**src/ccu_regs.vh**
```
/*
 * Register map, field positions, reset values and tick sources of the
 * dual timebase capture/compare unit.
 * Assumes byte addresses on an 8-bit Avalon-MM address, one word per register.
 */
`ifndef CCU_REGS_VH
`define CCU_REGS_VH

`define CCU_OFS_TB_CTRL    8'h00
`define CCU_OFS_TB0_COUNT  8'h04
`define CCU_OFS_TB0_RELOAD 8'h08
`define CCU_OFS_TB1_COUNT  8'h0c
`define CCU_OFS_TB1_RELOAD 8'h10
`define CCU_OFS_IRQ_STATUS 8'h14
`define CCU_OFS_IRQ_MASK   8'h18
`define CCU_OFS_PIN_STATE  8'h1c
`define CCU_OFS_VEC_CFG    8'h20
`define CCU_OFS_CH_VAL     2'b01
`define CCU_OFS_CH_CFG     2'b10

`define CCU_TB_RUN         0
`define CCU_TB_SRC_LO      1
`define CCU_TB_STAGGER     8
`define CCU_CF_EN          0
`define CCU_CF_CAP         1
`define CCU_CF_TBSEL       2
`define CCU_CF_MODE_LO     3
`define CCU_CF_ONCE        4
`define CCU_CF_SINGLE      5
`define CCU_CF_DBL         6
`define CCU_CF_RISE        7
`define CCU_CF_FALL        8
`define CCU_VC_SPC_LO      8

`define CCU_SRC_DIV1       3'h0
`define CCU_SRC_DIV8       3'h1
`define CCU_SRC_DIV64      3'h2
`define CCU_SRC_DIV512     3'h3
`define CCU_SRC_EXTOVF     3'h4
`define CCU_SRC_PIN        3'h5

`define CCU_RST_TB_CTRL    9'h000
`define CCU_RST_CH_CFG     9'h000
`define CCU_RST_VEC_CFG    10'h000
`define CCU_RST_WORD       16'h0000
`define CCU_CNT_MAX        16'hffff
`define CCU_NODE_BASE      16'h0040
`define CCU_TRAP_BASE      8'h10
`define CCU_STAGGER_LAST   3'h7
`define CCU_N_PINS         12
`define CCU_N_SHARED       14

`endif

```
**src/ccu_timebase.v**
```verilog
/*
 * One 16-bit reloadable timebase with prescaler and external tick sources.
 * Assumes ext_ovf and pin_edge are single-cycle pulses on mclk.
 */
`timescale 1ns/100ps
`include "ccu_regs.vh"

module ccu_timebase (
    input  wire        mclk,
    input  wire        rst,
    input  wire        ce,
    input  wire        run,
    input  wire [2:0]  src,
    input  wire        stagger,
    input  wire        slot,
    input  wire        ext_ovf,
    input  wire        pin_edge,
    input  wire        load,
    input  wire [15:0] load_val,
    input  wire [15:0] reload_val,
    output wire [15:0] count,
    output wire        tick,
    output wire        ovf
);
    reg  [8:0]  pre_reg;
    reg  [15:0] cnt_reg;
    reg         tick_reg;
    reg         ovf_reg;
    reg         pend_reg;
    reg         src_tick;
    wire        want;
    wire        go;

    always @* begin
        case (src)
            `CCU_SRC_DIV1:   src_tick = 1'b1;
            `CCU_SRC_DIV8:   src_tick = &pre_reg[2:0];
            `CCU_SRC_DIV64:  src_tick = &pre_reg[5:0];
            `CCU_SRC_DIV512: src_tick = &pre_reg;
            `CCU_SRC_EXTOVF: src_tick = ext_ovf;
            `CCU_SRC_PIN:    src_tick = pin_edge;
            default:         src_tick = 1'b0;
        endcase
    end

    // Staggered: a tick waits for the slot, so the grid is eight cycles
    assign want = run & (src_tick | pend_reg);
    assign go   = want & (~stagger | slot);

    always @(posedge mclk or posedge rst) begin
        if (rst) begin
            pre_reg  <= 9'h000;
            cnt_reg  <= `CCU_RST_WORD;
            tick_reg <= 1'b0;
            ovf_reg  <= 1'b0;
            pend_reg <= 1'b0;
        end else if (ce) begin
            pre_reg  <= pre_reg + 9'h001;
            pend_reg <= want & ~go;
            tick_reg <= go & ~load;
            ovf_reg  <= go & ~load & (cnt_reg == `CCU_CNT_MAX);
            if (load) begin
                cnt_reg <= load_val;
            end else if (go) begin
                if (cnt_reg == `CCU_CNT_MAX) begin
                    cnt_reg <= reload_val;
                end else begin
                    cnt_reg <= cnt_reg + 16'h0001;
                end
            end
        end
    end

    assign count = cnt_reg;
    assign tick  = tick_reg;
    assign ovf   = ovf_reg;
endmodule

```
**src/ccu_top.v**
```verilog
/*
 * Dual timebase capture/compare unit: 16 channels, two timebases,
 * twelve channel pins, sticky interrupts and vector/trap reporting.
 * Assumes an Avalon-MM master on mclk; pins and count input are asynchronous.
 */
// The Avalon-MM interface to the registers and the placing of the registers were decided locally.
`timescale 1ns/100ps
`include "ccu_regs.vh"

module ccu_top (
    input  wire        mclk,
    input  wire        rst,
    input  wire        ce,
    input  wire [7:0]  avs_address,
    input  wire        avs_read,
    input  wire        avs_write,
    input  wire [31:0] avs_writedata,
    input  wire [3:0]  avs_byteenable,
    output reg  [31:0] avs_readdata,
    output wire        avs_waitrequest,
    input  wire [11:0] cc_pin_in,
    output wire [11:0] cc_pin_out,
    output wire [11:0] cc_pin_oe,
    input  wire        count_pin,
    input  wire        ext_timer_ovf,
    input  wire [13:0] shared_req,
    output wire        irq,
    output wire        node_valid,
    output wire [7:0]  node_segment,
    output wire [15:0] node_vector,
    output wire [7:0]  node_trap
);
    reg  [15:0] val_mem [0:15];
    reg  [8:0]  cfg_mem [0:15];
    reg  [8:0]  tb_ctrl_reg;
    reg  [15:0] rel0_reg;
    reg  [15:0] rel1_reg;
    reg  [15:0] status_reg;
    reg  [15:0] mask_reg;
    reg  [9:0]  vec_cfg_reg;
    reg  [15:0] armed_reg;
    reg  [11:0] pin_reg;
    reg  [11:0] pin_s1_reg;
    reg  [11:0] pin_s2_reg;
    reg  [11:0] pin_s3_reg;
    reg  [2:0]  cnt_s_reg;
    reg  [2:0]  phase_reg;
    reg         ack_reg;
    reg         irq_reg;
    reg         nvalid_reg;
    reg  [15:0] nvec_reg;
    reg  [7:0]  ntrap_reg;
    reg  [31:0] rd_next;
    reg  [3:0]  low_idx;
    reg         low_any;
    reg  [15:0] status_next;
    integer     k;
    integer     j;

    wire        acc;
    wire        wr_go;
    wire [3:0]  ch_idx;
    wire        ch_val_sel;
    wire        ch_cfg_sel;
    wire [15:0] tb0_cnt;
    wire [15:0] tb1_cnt;
    wire        tb0_tick;
    wire        tb1_tick;
    wire        tb0_ovf;
    wire        tb1_ovf;
    wire        slot;
    wire [15:0] match_w;
    wire [15:0] hit_w;
    wire [15:0] cap_w;
    wire [15:0] ovf_w;
    wire [15:0] cnt_w [0:15];
    wire [11:0] rise_w;
    wire [11:0] fall_w;
    wire [15:0] set_w;
    wire [15:0] pend_w;

    function [15:0] merge16;
        input [15:0] old;
        input [31:0] data;
        input [3:0]  be;
        begin
            merge16 = {be[1] ? data[15:8] : old[15:8], be[0] ? data[7:0] : old[7:0]};
        end
    endfunction

    function reg_hit;
        input [7:0] addr;
        input [7:0] ofs;
        begin
            reg_hit = (addr == ofs);
        end
    endfunction

    // One wait state per access, frozen with the rest when ce is low
    assign acc             = (avs_read | avs_write) & ~ack_reg;
    assign avs_waitrequest = (avs_read | avs_write) & ~ack_reg;
    assign wr_go           = avs_write & ack_reg & ce;
    assign ch_idx          = avs_address[5:2];
    assign ch_val_sel      = (avs_address[7:6] == `CCU_OFS_CH_VAL) & (avs_address[1:0] == 2'b00);
    assign ch_cfg_sel      = (avs_address[7:6] == `CCU_OFS_CH_CFG) & (avs_address[1:0] == 2'b00);

    always @* begin
        rd_next = 32'h0000_0000;
        if (ch_val_sel) begin
            rd_next[15:0] = val_mem[ch_idx];
        end else if (ch_cfg_sel) begin
            rd_next[8:0] = cfg_mem[ch_idx];
        end else begin
            case (avs_address)
                `CCU_OFS_TB_CTRL:    rd_next[8:0]   = tb_ctrl_reg;
                `CCU_OFS_TB0_COUNT:  rd_next[15:0]  = tb0_cnt;
                `CCU_OFS_TB0_RELOAD: rd_next[15:0]  = rel0_reg;
                `CCU_OFS_TB1_COUNT:  rd_next[15:0]  = tb1_cnt;
                `CCU_OFS_TB1_RELOAD: rd_next[15:0]  = rel1_reg;
                `CCU_OFS_IRQ_STATUS: rd_next[15:0]  = status_reg;
                `CCU_OFS_IRQ_MASK:   rd_next[15:0]  = mask_reg;
                `CCU_OFS_PIN_STATE:  rd_next[23:0]  = {pin_s2_reg, pin_reg};
                `CCU_OFS_VEC_CFG:    rd_next[9:0]   = vec_cfg_reg;
                default:             rd_next        = 32'h0000_0000;
            endcase
        end
    end

    always @(posedge mclk or posedge rst) begin
        if (rst) begin
            ack_reg      <= 1'b0;
            avs_readdata <= 32'h0000_0000;
        end else if (ce) begin
            ack_reg <= acc;
            if (acc & avs_read) begin
                avs_readdata <= rd_next;
            end
        end
    end

    // Asynchronous pins: two flops, the third only feeds edge detection
    always @(posedge mclk or posedge rst) begin
        if (rst) begin
            pin_s1_reg <= 12'h000;
            pin_s2_reg <= 12'h000;
            pin_s3_reg <= 12'h000;
            cnt_s_reg  <= 3'h0;
            phase_reg  <= 3'h0;
        end else if (ce) begin
            pin_s1_reg <= cc_pin_in;
            pin_s2_reg <= pin_s1_reg;
            pin_s3_reg <= pin_s2_reg;
            cnt_s_reg  <= {cnt_s_reg[1:0], count_pin};
            phase_reg  <= phase_reg + 3'h1;
        end
    end

    assign rise_w = pin_s2_reg & ~pin_s3_reg;
    assign fall_w = ~pin_s2_reg & pin_s3_reg;
    assign slot   = (phase_reg == `CCU_STAGGER_LAST);

    ccu_timebase u_primary_timebase (
        .mclk       (mclk),
        .rst        (rst),
        .ce         (ce),
        .run        (tb_ctrl_reg[`CCU_TB_RUN]),
        .src        (tb_ctrl_reg[`CCU_TB_SRC_LO +: 3]),
        .stagger    (tb_ctrl_reg[`CCU_TB_STAGGER]),
        .slot       (slot),
        .ext_ovf    (ext_timer_ovf),
        .pin_edge   (cnt_s_reg[1] & ~cnt_s_reg[2]),
        .load       (wr_go & reg_hit(avs_address, `CCU_OFS_TB0_COUNT)),
        .load_val   (merge16(tb0_cnt, avs_writedata, avs_byteenable)),
        .reload_val (rel0_reg),
        .count      (tb0_cnt),
        .tick       (tb0_tick),
        .ovf        (tb0_ovf)
    );

    ccu_timebase u_secondary_timebase (
        .mclk       (mclk),
        .rst        (rst),
        .ce         (ce),
        .run        (tb_ctrl_reg[`CCU_TB_RUN + 4]),
        .src        (tb_ctrl_reg[`CCU_TB_SRC_LO + 4 +: 3]),
        .stagger    (tb_ctrl_reg[`CCU_TB_STAGGER]),
        .slot       (slot),
        .ext_ovf    (ext_timer_ovf),
        .pin_edge   (1'b0),
        .load       (wr_go & reg_hit(avs_address, `CCU_OFS_TB1_COUNT)),
        .load_val   (merge16(tb1_cnt, avs_writedata, avs_byteenable)),
        .reload_val (rel1_reg),
        .count      (tb1_cnt),
        .tick       (tb1_tick),
        .ovf        (tb1_ovf)
    );

    genvar g;
    generate
        for (g = 0; g < 16; g = g + 1) begin : g_ch
            wire sel = cfg_mem[g][`CCU_CF_TBSEL];
            wire cmp = cfg_mem[g][`CCU_CF_EN] & ~cfg_mem[g][`CCU_CF_CAP];
            assign cnt_w[g]   = sel ? tb1_cnt : tb0_cnt;
            assign ovf_w[g]   = sel ? tb1_ovf : tb0_ovf;
            // Count and tick change on one edge, so equality is seen once
            assign match_w[g] = (sel ? tb1_tick : tb0_tick) & (cnt_w[g] == val_mem[g]);
            // Modes 2 and 3 fire once, then wait for the overflow
            assign hit_w[g]   = cmp & match_w[g] &
                                (~cfg_mem[g][`CCU_CF_ONCE] | armed_reg[g]);
            if (g < `CCU_N_PINS) begin : g_pin
                assign cap_w[g] = cfg_mem[g][`CCU_CF_EN] & cfg_mem[g][`CCU_CF_CAP] &
                                  ((cfg_mem[g][`CCU_CF_RISE] & rise_w[g]) |
                                   (cfg_mem[g][`CCU_CF_FALL] & fall_w[g]));
                // Pin stays driven after a single event so its level holds
                assign cc_pin_oe[g] = ~cfg_mem[g][`CCU_CF_CAP] &
                                      (cfg_mem[g][`CCU_CF_MODE_LO] |
                                       (g < 8 && cfg_mem[g][`CCU_CF_DBL]));
            end else begin : g_nopin
                assign cap_w[g] = 1'b0;
            end
        end
    endgenerate

    // Shared nodes: routed requests land on the same status bits
    assign set_w = hit_w | cap_w | {2'b00, shared_req};

    always @(posedge mclk or posedge rst) begin
        if (rst) begin
            for (k = 0; k < 16; k = k + 1) begin
                val_mem[k] <= `CCU_RST_WORD;
                cfg_mem[k] <= `CCU_RST_CH_CFG;
            end
            armed_reg <= 16'hffff;
            pin_reg   <= 12'h000;
        end else if (ce) begin
            for (k = 0; k < 16; k = k + 1) begin
                if (cap_w[k]) begin
                    val_mem[k] <= cnt_w[k];
                end
                if (ovf_w[k]) begin
                    armed_reg[k] <= 1'b1;
                end else if (hit_w[k]) begin
                    armed_reg[k] <= 1'b0;
                end
                // Single event: the channel switches itself off
                if ((hit_w[k] | cap_w[k]) & cfg_mem[k][`CCU_CF_SINGLE]) begin
                    cfg_mem[k][`CCU_CF_EN] <= 1'b0;
                end
                if (k < `CCU_N_PINS) begin
                    if (cfg_mem[k][`CCU_CF_CAP]) begin
                        pin_reg[k] <= 1'b0;
                    end else if (cfg_mem[k][`CCU_CF_ONCE] & cfg_mem[k][`CCU_CF_MODE_LO]) begin
                        // Overflow reset acts even when disabled: single pulse
                        if (hit_w[k]) begin
                            pin_reg[k] <= 1'b1;
                        end else if (ovf_w[k]) begin
                            pin_reg[k] <= 1'b0;
                        end
                    end else if (k < 8 && cfg_mem[k][`CCU_CF_DBL]) begin
                        if (match_w[k] & cfg_mem[k][`CCU_CF_EN] ^
                            hit_w[k + 8]) begin
                            pin_reg[k] <= ~pin_reg[k];
                        end
                    end else if (cfg_mem[k][`CCU_CF_MODE_LO] & hit_w[k]) begin
                        pin_reg[k] <= ~pin_reg[k];
                    end
                end
            end
            if (wr_go & ch_val_sel) begin
                val_mem[ch_idx] <= merge16(val_mem[ch_idx], avs_writedata, avs_byteenable);
            end
            if (wr_go & ch_cfg_sel) begin
                if (avs_byteenable[0]) begin
                    cfg_mem[ch_idx][7:0] <= avs_writedata[7:0];
                end
                if (avs_byteenable[1]) begin
                    cfg_mem[ch_idx][8] <= avs_writedata[8];
                end
            end
        end
    end

    // Hardware set wins over a write-one clear in the same cycle
    always @* begin
        status_next = status_reg;
        if (wr_go & reg_hit(avs_address, `CCU_OFS_IRQ_STATUS)) begin
            status_next = status_reg & ~merge16(16'h0000, avs_writedata, avs_byteenable);
        end
        status_next = status_next | set_w;
    end

    always @(posedge mclk or posedge rst) begin
        if (rst) begin
            tb_ctrl_reg <= `CCU_RST_TB_CTRL;
            rel0_reg    <= `CCU_RST_WORD;
            rel1_reg    <= `CCU_RST_WORD;
            mask_reg    <= `CCU_RST_WORD;
            status_reg  <= `CCU_RST_WORD;
            vec_cfg_reg <= `CCU_RST_VEC_CFG;
        end else if (ce) begin
            status_reg <= status_next;
            if (wr_go) begin
                case (avs_address)
                    `CCU_OFS_TB_CTRL: begin
                        if (avs_byteenable[0]) begin
                            tb_ctrl_reg[7:0] <= avs_writedata[7:0];
                        end
                        if (avs_byteenable[1]) begin
                            tb_ctrl_reg[8] <= avs_writedata[8];
                        end
                    end
                    `CCU_OFS_TB0_RELOAD: rel0_reg <= merge16(rel0_reg, avs_writedata,
                                                             avs_byteenable);
                    `CCU_OFS_TB1_RELOAD: rel1_reg <= merge16(rel1_reg, avs_writedata,
                                                             avs_byteenable);
                    `CCU_OFS_IRQ_MASK: mask_reg <= merge16(mask_reg, avs_writedata,
                                                           avs_byteenable);
                    `CCU_OFS_VEC_CFG: begin
                        if (avs_byteenable[0]) begin
                            vec_cfg_reg[7:0] <= avs_writedata[7:0];
                        end
                        if (avs_byteenable[1]) begin
                            vec_cfg_reg[9:8] <= avs_writedata[9:8];
                        end
                    end
                    default: begin
                    end
                endcase
            end
        end
    end

    // Lowest channel wins the node report
    assign pend_w = status_reg & mask_reg;

    always @* begin
        low_idx = 4'h0;
        low_any = 1'b0;
        for (j = 15; j >= 0; j = j - 1) begin
            if (pend_w[j]) begin
                low_idx = j[3:0];
                low_any = 1'b1;
            end
        end
    end

    always @(posedge mclk or posedge rst) begin
        if (rst) begin
            irq_reg    <= 1'b0;
            nvalid_reg <= 1'b0;
            nvec_reg   <= `CCU_NODE_BASE;
            ntrap_reg  <= `CCU_TRAP_BASE;
        end else if (ce) begin
            irq_reg    <= |pend_w;
            nvalid_reg <= low_any;
            // Spacing 4 bytes by default, doubled per spacing step
            nvec_reg   <= `CCU_NODE_BASE +
                          (({12'h000, low_idx} << 2) << vec_cfg_reg[`CCU_VC_SPC_LO +: 2]);
            ntrap_reg  <= `CCU_TRAP_BASE + {4'h0, low_idx};
        end
    end

    assign irq          = irq_reg;
    assign node_valid   = nvalid_reg;
    assign node_segment = vec_cfg_reg[7:0];
    assign node_vector  = nvec_reg;
    assign node_trap    = ntrap_reg;
    assign cc_pin_out   = pin_reg;
endmodule

```
**config.mk**
```make
export PLATFORM = sky130hd
export DESIGN_NAME = ccu_top
export DESIGN_NICKNAME = d
export VERILOG_FILES = /design/src/ccu_timebase.v /design/src/ccu_top.v
export VERILOG_INCLUDE_DIRS = /design/src /design/src/src
export SDC_FILE = /design/constraint.sdc
export NUM_CORES = 2
export LEC_CHECK = 0
export BUFFER_PORTS_ARGS = -buffer_cell sky130_fd_sc_hd__buf_2
export CORE_MARGIN = 2
export CORE_UTILIZATION = 50
export CTS_CLUSTER_SIZE = 8
export DETAILED_ROUTE_END_ITERATION = 10
export PLACE_DENSITY = 0.72
export SKIP_CTS_REPAIR_TIMING = 1
export SLEW_MARGIN = 20
export SYNTH_ARGS = -nofsm -noshare
export SYNTH_HDL_FRONTEND = slang
export SYNTH_SLANG_ARGS = --single-unit
export TNS_END_PERCENT = 5
```
**constraint.sdc**
```tcl
create_clock -name mclk -period 28.6 [get_ports mclk]
set_input_delay 2.86 -clock mclk [delete_from_list [all_inputs] [get_ports mclk]]
set_output_delay 2.86 -clock mclk [all_outputs]
set_load 0.01 [all_outputs]
```
==> metrics.txt <==
I/O pin count=about 170; Die ar.=81290 um^2; maximum number of buffers from clock root to sink=3; Least-Margin Pin Slew=around 1300 ps; Worst Hold Class=reg -> reg; crit path max fanout=49; Cell Area, Synth=39510 um^2; number of synthesized flops with an enable pin=0; Non-Filler Instances=4962; antenna violations before repair=12; Hold Violations, Final=0; area overhead of the layout relative to synthesis=10.13%; share of cells above drive strength 1=21.91%; type of origin of the critical path=input port; setup slack on the worst flop-to-flop path=between 20000 and 25000 ps; total of flip-flops plus latches after synthesis=648; maximum operating frequency=0.1429 GHz; clock period minus final worst setup slack=6998 ps; Largest delay share family, worst path=buffers and inverters; Via Count=34.77k; clock sink count=648; HPWL after detailed placement=105.2 mm; Largest Register=val_mem; critical path startpoint=avs_address[2]; final worst-path cycle share=24.47%; Crit Path Class=in -> reg; reported max-cap violation count=0; source of the worst register-to-register timing path=u_primary_timebase.tick; Detailed Route Iter0 Violations=~5.5k; power density over the cells=approximately 53 nW/um^2; Worst slew margin=11.62%; count of warnings emitted by yosys=0; cell count after placement=4820; status=finished clean; unrepaired setup endpoints after global routing=false; final non-filler cell area=43520 um^2; switching share of power=28.22%; DR vias/cell=around 7; routed wire length=151.4 mm; number of standard cells after synthesis=3852; post-synthesis area per instance=just over 10 um^2; TritonCTS Buffers=91; final routed DRC violation total=0; part of the power in combinational logic=roughly 11%; clock transition at the registers of the reported paths=60 ps; grt total ovfl=0; utilization after layout=~55%; post-synthesis sequential area ratio=41.09%; data arrival at the endpoint of the critical path=around 7600 ps; peak supply drop=0.05781 mV; element type at the critical path end=flop; setup TNS after final layout=0 ps; detailed-route wire length per cell=30.51 um; Leakage Power=0.01881 uW; top flop regs=val_mem x256, cfg_mem x144, avs_readdata x24; Starting Density=50.26%; Root Buffer Master=sky130_fd_sc_hd__clkbuf_16; Area after DPL=40880 um^2; first-pass GRT wire length=about 220 mm; clock skew after layout=45.26 ps; standard cell with the maximum stage delay on the critical path=sky130_fd_sc_hd__buf_4; placeable core area=78610 um^2; Psw=646.1 uW; number of flip-flops under the largest register name=~260; Pre-Repair DR Iteration Count=10; async set-reset flop share out of synthesis=100.0%; post-route worst hold slack=about 460 ps; most frequent cells in the layout=631 x sky130_fd_sc_hd__dfrtp_1, 353 x sky130_fd_sc_hd__mux2_2, 331 x sky130_fd_sc_hd__nand2_1; number of unique standard cell types used by synthesis=80; largest incremental delay on the critical path=810 ps; cell-by-cell listing of the critical path=buf_6 -> buf_4 -> buf_4 -> nor2b_1 -> nand2_1 -> nor2_2 -> nand2_1 -> and3_1 -> o21ai_2 -> nor4_1 -> a211o_1; overall die width=285.1 um; number of global-route vias before repair=33.63k; final net count=3951; Int Power=1643 uW; die outline height=~290 um; dominant synthesized flop cell=sky130_fd_sc_hd__dfrtp_1; clock tree from TritonCTS=done; total setup violations reported at the end of the flow=0; row count=a little over 100; clock latency at the later pin of the worst-skew pair=680 ps; hold path startpoint=avs_readdata[23]; most common cell after layout, fill and taps aside=sky130_fd_sc_hd__dfrtp_1; number of input and output port buffers inserted=129; maximum number of pins on one net before global-route repair=183; buffer and inverter count on the worst path=3; sequential cell fraction of total power=43.7%; CTS HTree Levels=3; weighted congestion reported at the end of routability-driven placement=roughly 1; number of fill cells in the layout=6764; residual antenna-violating net count after detailed routing=0; max-slew violation count=0; Tot GR Track Use=a little over a third; required arrival time at the worst endpoint=29150 ps; clock power share=44.9%
-- final timing paths --
path                                          endpoint  depth (start not counted)
max in group asynchronous                  val_mem[53]                          4
hold / removal                        avs_readdata[23]                          2
setup / recovery           u_primary_timebase.count[0]                         11
min in group asynchronous                  cfg_mem[75]                          2
hold reg to reg                       avs_readdata[23]                          2
setup reg to reg                         cc_pin_out[9]                          8
-- power by group through the flow --
| stage | clock, uW | sequential (uW) | combinational (uW) |
|---|---|---|---|
| 4_1_cts | 1030 | 998 | 253 |
| 2_1_floorplan | 0 | 1000 | 167 |
| 5_1_grt | 1070 | 1000 | 277 |
| 3_3_place_gp | 0 | 1010 | 247 |
| 3_5_place_dp | 0 | 1010 | 252 |
| 6_report | 1030 | 1000 | 262 |
-- layout make-up --
class                   count  area [um^2]  area share [%]
diodes                      5        12.51         0.02875
clock buffers             130         2454           5.638
clock inverters             7        158.9          0.3651
inverters                  38        150.1          0.3450
multi-input cells        2856        21750           49.97
flip-flops and latches    648        16240           37.31
well taps                1050         1314           3.019
repair buffers            228         1445           3.321
-- routing by layer --
metal | global-route usage (%) | wire length, um | vias up
met2 | 52.18 | 63260 | 2826
met3 | 14.86 | 23310 | 726
met5 | 0 | 43 | -
li1 | - | - | 14170
met4 | 23.27 | 11610 | 6
met1 | 46.26 | 53170 | 17050
-- cells in the mapped netlist (all sizes together) (17+ instances only) --
cell type,number,area share (%)
a22oi,28,0.53
nor4,56,1.0
nor3,42,0.57
nor2b,17,0.27
o21ai,172,2.2
dfrtp,631,40
mux2i,209,5.3
inv,38,0.36
nand3,92,1.2
dfstp,17,1.1
a21oi,225,2.9
buf,130,1.9
xnor2,134,3.0
nand4,34,0.54
nand2,331,3.1
and3,37,0.60
mux4,125,7.1
nand2b,19,0.30
a22o,122,2.7
clkbuf,198,1.9
xor2,159,3.5
nor2,300,2.9
mux2,353,10
o22ai,193,3.1
-- worst register-to-register path: stages (launching register included) --
cell,delay [ps]
sky130_fd_sc_hd__dfrtp_1,850
sky130_fd_sc_hd__mux2i_1,180
sky130_fd_sc_hd__a2111oi_1,1050
sky130_fd_sc_hd__nand3_1,500
sky130_fd_sc_hd__nor3_1,940
sky130_fd_sc_hd__mux2i_1,290
sky130_fd_sc_hd__a21oi_1,80
sky130_fd_sc_hd__o21ai_0,170
sky130_fd_sc_hd__o41ai_1,110
-- kinds of logic after synthesis --
logic type	synth area share [%]
multiplexers	22.48
flip-flops	41.09
XOR/XNOR	6.494
AND/OR/NAND/NOR	11.31
other	0.01901
adder cells (fa/ha/maj)	0.3483
AO/OA/AOI/OAI	14.09
buffers and inverters	4.167
-- stage by stage --
stage	worst slack (ps)	total power (uW)
2_1_floorplan	7612	1167
3_3_place_gp	21100	1257
3_5_place_dp	21080	1264
4_1_cts	21770	2280
5_1_grt	21280	2347
6_report	21600	2289
Note: power is estimated with default switching activity, not from simulation.
